<file path="src/rtl/embs_defines.svh">
`ifndef EMBS_DEFINES_SVH
`define EMBS_DEFINES_SVH

`define MC_CLKS          12
`define MC_LAST          4'hb
`define HALF_LAST        3'h5
`define ALE_CLKS         3'h2
`define RST_HOLD_CYCLES  2
`define RST_HOLD_CLKS    (`RST_HOLD_CYCLES * `MC_CLKS)
`define RST_HOLD_W       5
`define WDT_RESET_CLKS   24
`define BOOT_LAST        3'h7
`define QUIET_BIT        5
`define INT_PROG_BYTES   17'h10000
`define RW_FIRST         4'h2
`define RW_LAST          4'h9
`define WDATA_LAST       4'ha

`endif

</file>
<file path="src/rtl/embs_pkg.sv">
package embs_pkg;

	typedef enum logic [3:0] {
		ST_HALT  = 4'b0001,
		ST_FETCH = 4'b0010,
		ST_DATA  = 4'b0100,
		ST_IDLE  = 4'b1000
	} embs_state_t;

endpackage

</file>
<file path="src/rtl/embs_strobes.sv">
`timescale 1ns/10ps
`include "embs_defines.svh"
module embs_strobes #(
	parameter int          WDT_RESET_CLKS = `WDT_RESET_CLKS,
	parameter logic [16:0] INT_PROG_BYTES = `INT_PROG_BYTES
) (
	input  wire logic        i_clk,
	input  wire logic        i_rst,
	input  wire logic        i_rst_pin,
	output logic             o_rst_pin_o,
	output logic             o_rst_pin_oe,
	output logic             o_internal_reset,
	input  wire logic        i_wdt_overflow,
	input  wire logic        i_external_access_select,
	output logic             o_ext_prog,
	input  wire logic        i_power_control_reg_wr,
	input  wire logic [7:0]  i_power_control_reg_wdata,
	output logic             o_quiet_latch_mode,
	input  wire logic        i_idle,
	input  wire logic        i_power_down,
	input  wire logic        i_fetch_req,
	input  wire logic [15:0] i_fetch_addr,
	output logic      [7:0]  o_fetch_data,
	output logic             o_fetch_valid,
	input  wire logic        i_data_move_req,
	input  wire logic        i_data_move_write,
	input  wire logic        i_data_move_wide,
	input  wire logic [15:0] i_data_move_addr,
	input  wire logic [7:0]  i_data_move_wdata,
	output logic             o_data_move_ack,
	output logic      [7:0]  o_read_data,
	output logic             o_read_valid,
	output logic             o_addr_latch_strobe,
	output logic             o_program_store_strobe_n,
	input  wire logic [7:0]  i_low_addr_data_bus,
	output logic      [7:0]  o_low_addr_data_bus,
	output logic      [7:0]  o_low_addr_data_bus_oe,
	output logic             o_low_bus_pullup_en,
	output logic      [7:0]  o_high_addr_bus,
	output logic             o_high_addr_bus_oe,
	output logic             o_data_wr_strobe_n,
	output logic             o_data_rd_strobe_n
);
	embs_pkg::embs_state_t state;
	embs_pkg::embs_state_t next_state;

	logic [3:0]               phase;
	logic [2:0]               sub;
	logic                     half;
	logic                     rst_pin_s;
	logic                     ea_s;
	logic [7:0]               bus_s;
	logic [`RST_HOLD_W-1:0]   pin_hold_cnt;
	logic                     pin_reset;
	logic [15:0]              wdt_cnt;
	logic [15:0]              next_wdt_cnt;
	logic [2:0]               boot_cnt;
	logic                     quiet;
	logic                     ext_prog;
	logic [15:0]              f_addr;
	logic                     f_ext;
	logic                     f_above;
	logic                     fetch_pend;
	logic [15:0]              d_addr;
	logic [7:0]               d_wdata;
	logic                     d_write;
	logic                     d_wide;
	logic                     next_ale;
	logic                     next_program_store_strobe_n;
	logic [7:0]               next_low;
	logic                     next_low_oe;
	logic [7:0]               next_high;
	logic                     next_high_oe;

	wire internal_reset;
	wire wdt_reset;
	wire boot;
	wire cycle_end;
	wire half_end;
	wire ale_window;
	wire rw_window;
	wire wdata_window;
	wire in_fetch;
	wire in_data;
	wire ale_quiet;
	wire idle_level;
	wire next_pullup;
	wire next_rd_n;
	wire next_wr_n;
	wire next_fetch_valid;
	wire next_read_valid;
	wire hold_done;

	// true when the address lies beyond the on-chip program store
	function automatic logic above_internal(input logic [15:0] addr);
		above_internal = ({1'b0, addr} >= INT_PROG_BYTES);
	endfunction

	embs_sync3 #(
		.WIDTH(1)
	) u_sync_rst (
		.i_clk    (i_clk),
		.i_rst    (i_rst),
		.i_async  (i_rst_pin),
		.o_stable (rst_pin_s)
	);

	// the select pin is trusted to be driven, so no float handling is done
	embs_sync3 #(
		.WIDTH(1)
	) u_sync_ea (
		.i_clk    (i_clk),
		.i_rst    (i_rst),
		.i_async  (i_external_access_select),
		.o_stable (ea_s)
	);

	embs_sync3 #(
		.WIDTH(8)
	) u_sync_bus (
		.i_clk    (i_clk),
		.i_rst    (i_rst),
		.i_async  (i_low_addr_data_bus),
		.o_stable (bus_s)
	);

	embs_timing u_timing (
		.i_clk   (i_clk),
		.i_rst   (i_rst),
		.i_clear (internal_reset),
		.o_phase (phase),
		.o_sub   (sub),
		.o_half  (half)
	);

	// boot keeps the device in reset until the synchronisers have settled
	assign boot           = (boot_cnt != `BOOT_LAST);
	assign wdt_reset      = (wdt_cnt != 16'h0);
	assign internal_reset = pin_reset | wdt_reset | boot;
	assign hold_done      = (pin_hold_cnt == `RST_HOLD_W'(`RST_HOLD_CLKS - 1));

	assign next_wdt_cnt = i_wdt_overflow ? WDT_RESET_CLKS[15:0] :
		(wdt_reset ? wdt_cnt - 16'h1 : 16'h0);

	assign cycle_end    = (phase == `MC_LAST);
	assign half_end     = (sub == `HALF_LAST);
	assign ale_window   = (sub < `ALE_CLKS);
	assign rw_window    = (phase >= `RW_FIRST) && (phase <= `RW_LAST);
	assign wdata_window = (phase >= `RW_FIRST) && (phase <= `WDATA_LAST);
	assign in_fetch     = (state == embs_pkg::ST_FETCH);
	assign in_data      = (state == embs_pkg::ST_DATA);

	// quiet only bites while running internal code below the internal size
	assign ale_quiet  = quiet & ~ext_prog & ~f_above;
	assign idle_level = i_idle & ~i_power_down;

	assign next_pullup      = ((in_fetch & f_ext) | in_data) & ~internal_reset;
	assign next_rd_n        = ~(in_data & ~d_write & rw_window);
	assign next_wr_n        = ~(in_data & d_write & rw_window);
	// the pin synchroniser delays data, so the byte is taken early in the next half
	assign next_fetch_valid = fetch_pend & (sub == 3'h1);
	assign next_read_valid  = in_data & ~d_write & (phase == `RW_LAST);

	assign o_data_move_ack = cycle_end & ~internal_reset & ~i_idle & ~i_power_down
		& i_data_move_req;
	assign o_rst_pin_o        = 1'b1;
	assign o_internal_reset   = internal_reset;
	assign o_ext_prog         = ext_prog;
	assign o_quiet_latch_mode = quiet;

	always_comb begin
		next_state = state;
		case (state)
			embs_pkg::ST_HALT,
			embs_pkg::ST_FETCH,
			embs_pkg::ST_DATA,
			embs_pkg::ST_IDLE: begin
				if (cycle_end) begin
					if (i_idle || i_power_down) begin
						next_state = embs_pkg::ST_IDLE;
					end else if (i_data_move_req) begin
						next_state = embs_pkg::ST_DATA;
					end else begin
						next_state = embs_pkg::ST_FETCH;
					end
				end
			end
			default: begin
				next_state = embs_pkg::ST_HALT;
			end
		endcase
		if (internal_reset) begin
			next_state = embs_pkg::ST_HALT;
		end
	end

	always_comb begin
		next_ale     = 1'b0;
		next_program_store_strobe_n  = 1'b1;
		next_low     = 8'h00;
		next_low_oe  = 1'b0;
		next_high    = 8'h00;
		next_high_oe = 1'b0;
		case (state)
			embs_pkg::ST_FETCH: begin
				// one latch pulse per half unless ale_quiet, two strobe pulses per cycle when f_ext
				next_ale    = ale_window & ~ale_quiet;
				next_program_store_strobe_n = ~(f_ext & ~ale_window);
				if (f_ext && ale_window) begin
					next_low    = f_addr[7:0];
					next_low_oe = 1'b1;
				end
				next_high    = f_addr[15:8];
				next_high_oe = f_ext;
			end
			embs_pkg::ST_DATA: begin
				// second latch pulse and both strobe pulses are skipped
				next_ale    = ale_window & ~half;
				next_program_store_strobe_n = 1'b1;
				if (ale_window && !half) begin
					next_low    = d_addr[7:0];
					next_low_oe = 1'b1;
				end else if (d_write && wdata_window) begin
					next_low    = d_wdata;
					next_low_oe = 1'b1;
				end
				next_high    = d_addr[15:8];
				next_high_oe = d_wide;
			end
			embs_pkg::ST_IDLE: begin
				next_ale = idle_level;
			end
			embs_pkg::ST_HALT: begin
				next_ale = 1'b0;
			end
			default: begin
				next_ale = 1'b0;
			end
		endcase
		// a half cut by reset must not leave the latch strobe, program strobe or drivers active; read and write strobes follow the state
		if (internal_reset) begin
			next_ale     = 1'b0;
			next_program_store_strobe_n  = 1'b1;
			next_low_oe  = 1'b0;
			next_high_oe = 1'b0;
		end
	end

	// reset pin must stay high for two whole machine cycles
	always_ff @(posedge i_clk or posedge i_rst) begin
		if (i_rst) begin
			pin_hold_cnt <= '0;
			pin_reset    <= 1'b0;
		end else if (!rst_pin_s) begin
			pin_hold_cnt <= '0;
			pin_reset    <= 1'b0;
		end else if (hold_done) begin
			pin_reset <= 1'b1;
		end else begin
			pin_hold_cnt <= pin_hold_cnt + `RST_HOLD_W'(1);
		end
	end

	always_ff @(posedge i_clk or posedge i_rst) begin
		if (i_rst) begin
			wdt_cnt      <= 16'h0;
			o_rst_pin_oe <= 1'b0;
			boot_cnt     <= 3'h0;
		end else begin
			wdt_cnt      <= next_wdt_cnt;
			o_rst_pin_oe <= (next_wdt_cnt != 16'h0);
			boot_cnt     <= boot ? boot_cnt + 3'h1 : boot_cnt;
		end
	end

	// select pin is latched only while reset is active, ignored afterwards
	always_ff @(posedge i_clk or posedge i_rst) begin
		if (i_rst) begin
			ext_prog <= 1'b0;
			quiet    <= 1'b0;
		end else begin
			if (internal_reset) begin
				ext_prog <= ~ea_s;
			end
			if (internal_reset) begin
				quiet <= 1'b0;
			end else if (i_power_control_reg_wr) begin
				quiet <= i_power_control_reg_wdata[`QUIET_BIT];
			end
		end
	end

	// requests are captured one clock ahead so each half starts with stable values
	always_ff @(posedge i_clk or posedge i_rst) begin
		if (i_rst) begin
			state   <= embs_pkg::ST_HALT;
			f_addr  <= 16'h0;
			f_ext   <= 1'b0;
			f_above <= 1'b0;
			fetch_pend <= 1'b0;
			d_addr  <= 16'h0;
			d_wdata <= 8'h00;
			d_write <= 1'b0;
			d_wide  <= 1'b0;
		end else begin
			state <= next_state;
			if (half_end) begin
				fetch_pend <= in_fetch & f_ext;
				f_addr  <= i_fetch_addr;
				f_ext   <= i_fetch_req & (ext_prog | above_internal(i_fetch_addr));
				f_above <= above_internal(i_fetch_addr);
			end
			if (o_data_move_ack) begin
				d_addr  <= i_data_move_addr;
				d_wdata <= i_data_move_wdata;
				d_write <= i_data_move_write;
				d_wide  <= i_data_move_wide;
			end
		end
	end

	// pins come from flops so they never glitch during decode changes
	always_ff @(posedge i_clk or posedge i_rst) begin
		if (i_rst) begin
			o_addr_latch_strobe      <= 1'b0;
			o_program_store_strobe_n <= 1'b1;
			o_low_addr_data_bus      <= 8'h00;
			o_low_addr_data_bus_oe   <= 8'h00;
			o_low_bus_pullup_en      <= 1'b0;
			o_high_addr_bus          <= 8'h00;
			o_high_addr_bus_oe       <= 1'b0;
			o_data_wr_strobe_n       <= 1'b1;
			o_data_rd_strobe_n       <= 1'b1;
		end else begin
			o_addr_latch_strobe      <= next_ale;
			o_program_store_strobe_n <= next_program_store_strobe_n;
			o_low_addr_data_bus      <= next_low;
			o_low_addr_data_bus_oe   <= {8{next_low_oe}};
			o_low_bus_pullup_en      <= next_pullup;
			o_high_addr_bus          <= next_high;
			o_high_addr_bus_oe       <= next_high_oe;
			o_data_wr_strobe_n       <= next_wr_n;
			o_data_rd_strobe_n       <= next_rd_n;
		end
	end

	// read data passes the pin synchroniser, so memory must settle early in the strobe
	always_ff @(posedge i_clk or posedge i_rst) begin
		if (i_rst) begin
			o_fetch_data  <= 8'h00;
			o_fetch_valid <= 1'b0;
			o_read_data   <= 8'h00;
			o_read_valid  <= 1'b0;
		end else begin
			o_fetch_valid <= next_fetch_valid;
			o_read_valid  <= next_read_valid;
			if (next_fetch_valid) begin
				o_fetch_data <= bus_s;
			end
			if (next_read_valid) begin
				o_read_data <= bus_s;
			end
		end
	end
endmodule

</file>
<file path="src/rtl/embs_sync3.sv">
`timescale 1ns/10ps
module embs_sync3 #(
	parameter int WIDTH = 1
) (
	input  wire logic             i_clk,
	input  wire logic             i_rst,
	input  wire logic [WIDTH-1:0] i_async,
	output logic      [WIDTH-1:0] o_stable
);
	logic [WIDTH-1:0] s1;
	logic [WIDTH-1:0] s2;
	logic [WIDTH-1:0] s3;
	wire  [WIDTH-1:0] agree;
	wire  [WIDTH-1:0] next_stable;

	// a bit changes only once the second and third stages agree
	assign agree       = ~(s2 ^ s3);
	assign next_stable = (o_stable & ~agree) | (s3 & agree);

	always_ff @(posedge i_clk or posedge i_rst) begin
		if (i_rst) begin
			s1       <= '0;
			s2       <= '0;
			s3       <= '0;
			o_stable <= '0;
		end else begin
			s1       <= i_async;
			s2       <= s1;
			s3       <= s2;
			o_stable <= next_stable;
		end
	end
endmodule

</file>
<file path="src/rtl/embs_timing.sv">
`timescale 1ns/10ps
`include "embs_defines.svh"
module embs_timing (
	input  wire logic       i_clk,
	input  wire logic       i_rst,
	input  wire logic       i_clear,
	output logic      [3:0] o_phase,
	output logic      [2:0] o_sub,
	output logic            o_half
);
	wire cycle_end;
	wire half_end;

	assign cycle_end = (o_phase == `MC_LAST);
	assign half_end  = (o_sub == `HALF_LAST);

	// synchronous clear keeps the phase counter aligned to reset release
	always_ff @(posedge i_clk or posedge i_rst) begin
		if (i_rst) begin
			o_phase <= 4'h0;
			o_sub   <= 3'h0;
			o_half  <= 1'b0;
		end else if (i_clear || cycle_end) begin
			o_phase <= 4'h0;
			o_sub   <= 3'h0;
			o_half  <= 1'b0;
		end else begin
			o_phase <= o_phase + 4'h1;
			o_sub   <= half_end ? 3'h0 : o_sub + 3'h1;
			o_half  <= half_end ? 1'b1 : o_half;
		end
	end
endmodule

</file>
<file path="config.mk">
export PLATFORM = sky130hd
export DESIGN_NAME = embs_strobes
export DESIGN_NICKNAME = d
export VERILOG_FILES = /design/src/rtl/embs_pkg.sv /design/src/rtl/embs_strobes.sv /design/src/rtl/embs_sync3.sv /design/src/rtl/embs_timing.sv
export VERILOG_INCLUDE_DIRS = /design/src /design/src/rtl
export SDC_FILE = /design/constraint.sdc
export NUM_CORES = 1
export LEC_CHECK = 0
export BUFFER_PORTS_ARGS = -buffer_cell sky130_fd_sc_hd__buf_2
export CAP_MARGIN = 20
export CORE_MARGIN = 10
export CORE_UTILIZATION = 34
export DETAILED_ROUTE_END_ITERATION = 12
export GPL_ROUTABILITY_DRIVEN = 0
export GPL_TIMING_DRIVEN = 0
export HOLD_SLACK_MARGIN = 0.02
export MAX_ROUTING_LAYER = met4
export PLACE_DENSITY = 0.49
export RECOVER_POWER = 25
export SLEW_MARGIN = 0
export SYNTH_ARGS = -nofsm -noshare
export SYNTH_HDL_FRONTEND = slang
export SYNTH_HIERARCHICAL = 1
export SYNTH_SLANG_ARGS = --single-unit
export TNS_END_PERCENT = 50
</file>
<file path="constraint.sdc">
create_clock -name i_clk -period 8.9 [get_ports i_clk]
set_input_delay 1.78 -clock i_clk [delete_from_list [all_inputs] [get_ports i_clk]]
set_output_delay 1.78 -clock i_clk [all_outputs]
set_load 0.01 [all_outputs]
</file>
== Word-level counts from Yosys, hierarchy flattened ==
Cells that the tools add are included.
W data, S select, Z words.
Storage, ports and cells
  flip-flop bits (word level): 165
  input port bits: 68
  output and inout port bits: 54
  logic and storage cells: 161
Operators by class
  add/subtract/negate cells: 5
  order comparisons: 4
  eq/ne operators: 13
  multiplexer cells: 34
  bitwise operators: 49
  reduce and logical (&&, ||, !) cells: 13
Operators with widths (count)
  $mux W16: 2
  $pmux W8 S2: 2
  $reduce_bool A16 Y1: 2
  $mux W8: 3
  $and A1 B1 Y1: 22
  $mux W4: 5
  $and A8 B8 Y8: 2
  $not A8 Y8: 2
  $sub A16 B1 Y16 const B: 1
  $mux W1: 14
  $not A1 Y1: 14
  $eq A4 B4 Y1 const B: 3
  $mux W5: 2
  $mux W3: 3
  $le A4 B4 Y1 const B: 2
  $or A8 B8 Y8: 1
  $xor A8 B8 Y8: 1
  $add A3 B1 Y3 const B: 2
  $ne A3 B3 Y1 const B: 2
  $add A5 B1 Y5 const B: 1
  $eq A5 B5 Y1 const B: 1
  $logic_and A1 B1 Y1: 5
  $or A1 B1 Y1: 5
  $add A4 B1 Y4 const B: 1
  15 further kinds: 20

== Longest topological paths before layout ==
  depth in word-level cells: 8
  mapped depth: 7
  depth with buffers taken out: 7

== Cells and area by module ==
The synthesis kept the hierarchy.
By module, submodules not included
  embs_strobes: times used 1, cells each 395, area an instance 5079.9 um^2, sequential area each 2932.8 um^2
  embs_sync3 (u_sync_bus): times used 1, cells each 41, area an instance 894.6 um^2, sequential area each 800.8 um^2
  embs_timing: times used 1, cells each 31, area an instance 327.8 um^2, sequential area each 200.2 um^2
  embs_sync3 (u_sync_ea ...): times used 2, cells each 6, area an instance 115.1 um^2, sequential area each 100.1 um^2

== Worst setup path after synthesis ==
No wires, ideal clock.
  path type: in2out
  start point: input port i_power_down
  end point: output port o_data_move_ack
  arrival time: 2901 ps
  data required time: 7120 ps
  path slack: 4219 ps
  stages on the path: 3
  buffers on the path: 1
  cells stage by stage: or4b_4 -> nor3_4 -> buf_12
On the way
  word-level cells in the longest chain between the ends: 3
RTL lines
  from (decl): line embs_strobes.sv:20  | input wire logic i_power_down,
  $not A1 Y1: line embs_strobes.sv:164  | assign o_data_move_ack = cycle_end & ~internal_reset & ~i_idle & ~i_power_down
  $and A1 B1 Y1: line embs_strobes.sv:164
  $and A1 B1 Y1: line embs_strobes.sv:165  | & i_data_move_req;
  to (decl): line embs_strobes.sv:30  | output logic o_data_move_ack,
No other way between the ends.

== Worst setup path in the final report ==
Same ends and word-level chain as after synthesis.

==> impl_metrics.toml <==
[grt]
grt_usage_pct = 12.2
grt_pass1_wl_mm = 23.3
grt_overflow = 0
antenna_found_initial = 0
grt_max_degree = 84
grt_pass1_vias = 4399

[logic_synthesis]
synth_flop_cell = "dfrtp_1"
yosys_register_bits = 165
yosysSeqAreaShare_pct = 63.3
yosys.area_share.adder_pct = 2.68
synth_top_family_by_area = "multiplexers"
synthArstFlopShare_pct = 100
syn_area_mm2 = 0.00653
synth_cells = 479
synth_warnings = 6
syn_nets = 552
synth_mux_area_share_pct = 12.2
synth_cell_types = 58
synth_xor_xnor_area_share_pct = 2.41
synth_compound_area_share_pct = 6.00
syn_area_per_cell_um2 = 13.6
synthSimpleGateAreaFrac_pct = 10.4
synth_edf_count = 0

[sta]
worst-slew-pin-transition_ps = 1680
drv_slew = 35
hold_viol_final = 0
post-route-min-period_ps = 5160
fin_crit_sh_pct = 58.0
fin_worst_skew_ps = 13.6
rsz0062_at_grt = "no"
final-setup-viol-count = 0
max_slew_margin_pct = -12.7
fin_tns_setup_ps = 0
setup_slack_ps = 3740
max_freq_ghz = 0.194

[critical_path]
critPathRequiredTime_ps = 7120
worstPathMaxFanout = 10
path_class = "in2out"
cp.arrival_ps = 3380
cp-start-kind = "input port"
path_cells = "buf_2, or4b_4, nor3_4, buf_12, buf_2"
critPathSlowestCell = "or4b_4"
crit_top_cell = "buf_2"
critPathCaptureType = "output port"
cp_slowest_stage_delay_ps = 560

[cts]
cts_root_buffer = "clkbuf_16"
htree_levels = 4
cts-resized-gates = 0
cts_sinks = 165
clock_tree.buffer_depth = 2
clk_latency_ps = 420
cts_made_buffers = 17
cts_setup_buffers = 0
ctsHoldBuffers = 0
cts_tree = "yes"
clkTransAtPathRegs_ps = 70

[drt]
drtIter0Drc = 177
drtAntennaViolNets = 0
routed_wl_mm = 14.4
vias_per_cell = 4.59
firstDrtPassIters = 6
wire_per_inst_um = 16.2
drc = 0
vias = 4075

[floorplanning]
start_util_pct = 34.7
design.core.area_mm2 = 0.0188
pin_count = 122
rows = 50
dieWidth_um = 159
fp.dieH_um = 159
dieArea_mm2 = 0.0252

[finish]
drive_above_1_share_pct = 38.2
design_area_mm2 = 0.00813
antennaDiodeCount = 0
areaGrowthSynthToFinish_pct = 24.4
num-nets-final = 688
utilization_pct = 43.2
final_cell_mix = "161 x dfrtp_1, 113 x buf_2, 41 x mux2_2"
final_common_cell = "dfrtp_1"

[pwr]
vdd_drop_max_mv = 0.152
power.leakage_uw = 0.00391
power_density_mw_per_mm2 = 206

[outcome]
violations = "capacitance limit, slew limit"
outcome = "finished, violations left"

[hold_path]
hold_path_class = "reg2reg"

[placed_design]
place_ws_ps = 3710
hpwl_mm = 10.3
numPortBuffers = 113
dpl_cell_area_mm2 = 0.00750

[run]
drv_cap = 1
flip-flops by register name, summed over array words and instances (netlist names), 3 cells and up, named ones only:
name and cells:
d_addr 16, f_addr 16, wdt_cnt 16, d_wdata 8, o_fetch_data 8, o_high_addr_bus 8, o_low_addr_data_bus 8, o_read_data 8
u_sync_bus/s1 8, u_sync_bus/s2 8, u_sync_bus/s3 8, pin_hold_cnt 5, state 4, u_timing/o_phase 4, boot_cnt 3, u_timing/o_sub 3
final cells by class:
cell class	instances	area [um^2]
fillers	1759	10700
flip-flops and latches	165	4130
multi-input cells	279	2200
repair buffers	117	634
clock buffers	17	425
well taps	260	325
clock inverters	15	215
plain buffers	20	139
inverters	15	57.6
report_power, final:
part | total, uW | switching [uW] | internal (uW) | leakage [uW]
Combinational | 81.4 | 43.0 | 38.4 | 0.00149
Sequential | 797 | 21.4 | 776 | 0.00211
Clock | 793 | 316 | 477 | 0.000310
Total | 1670 | 380 | 1290 | 0.00391
layer usage:
layer,wire length [um],vias up,track usage (%),share of wire (%)
met2,6410,99,17.6,45
met3,770,12,3.53,5.3
met1,7080,2017,16.3,49
met4,139,0,3.88,0.97
li1,-,1947,-,-
met5,0,-,-,0
per-stage QoR:
stage / instances / total power [uW] / hold WS [ps]
4_1_cts: 888 / 1700 / 353
3_3_place_gp: 852 / 890 / 331
2_1_floorplan: 479 / 859 / 331
3_5_place_dp: 856 / 896 / 336
6_report: 888 / 1670 / 349
5_1_grt: 888 / 1740 / 357
cell usage after synthesis (3+ instances only):
| library cell | instances | area, um^2 |
|---|---|---|
| dfstp_2 | 4 | 105 |
| xnor2_1 | 11 | 96.3 |
| ha_1 | 5 | 62.6 |
| nor2_1 | 37 | 139 |
| mux2i_1 | 5 | 50.1 |
| or2_2 | 4 | 25.0 |
| buf_4 | 8 | 60.1 |
| maj3_2 | 10 | 113 |
| mux2_4 | 19 | 285 |
| and3_1 | 4 | 25.0 |
| o21bai_1 | 3 | 22.5 |
| o21ai_0 | 18 | 90.1 |
| mux2_2 | 41 | 462 |
| nand2_1 | 26 | 97.6 |
| nor3_1 | 7 | 35.0 |
| or4_1 | 4 | 30.0 |
| clkbuf_1 | 9 | 33.8 |
| nand3_1 | 4 | 20.0 |
| a22oi_1 | 5 | 37.5 |
| nor4b_1 | 3 | 26.3 |
| inv_1 | 15 | 56.3 |
| a21oi_1 | 16 | 80.1 |
| xor2_1 | 7 | 61.3 |
| or3_1 | 3 | 18.8 |
| a22o_1 | 8 | 70.1 |
| dfrtp_1 | 161 | 4030 |
| nor4_1 | 4 | 25.0 |
worst paths after layout:
| kind | to | slack (ps) | startpoint | cells after the start |
|---|---|---|---|---|
| max | o_data_move_ack | 3740 | i_power_down | 5 |
| min | u_sync_bus/s2[6]$_DFF_PP0_ | 350 | u_sync_bus/s1[6]$_DFF_PP0_ | 0 |
| max reg2reg | d_addr[4]$_DFFE_PP0P_ | 6390 | wdt_cnt[7]$_DFF_PP0_ | 6 |
| min reg2reg | u_sync_bus/s2[6]$_DFF_PP0_ | 350 | u_sync_bus/s1[6]$_DFF_PP0_ | 0 |
| max in group asynchronous | o_program_store_strobe_n$_DFF_PP1_ | 5970 | i_rst | 3 |
| min in group asynchronous | u_sync_rst/s1$_DFF_PP0_ | 1350 | i_rst | 2 |
worst max-delay path, delay by kind of cell:
kind                   cells  cell delay (ps)
buffers and inverters      3              500
AND/OR/NAND/NOR            2             1090
cell families after synthesis:
group / count (synthesis)
muxes: 65
xor gates and xnor gates: 18
and+or+nand+nor: 119
AOI/OAI and AO/OA: 61
buffers and inverters: 35
DFF: 165
adders and majority gates: 15
other: 1
Power figures use the tool's default switching activity.
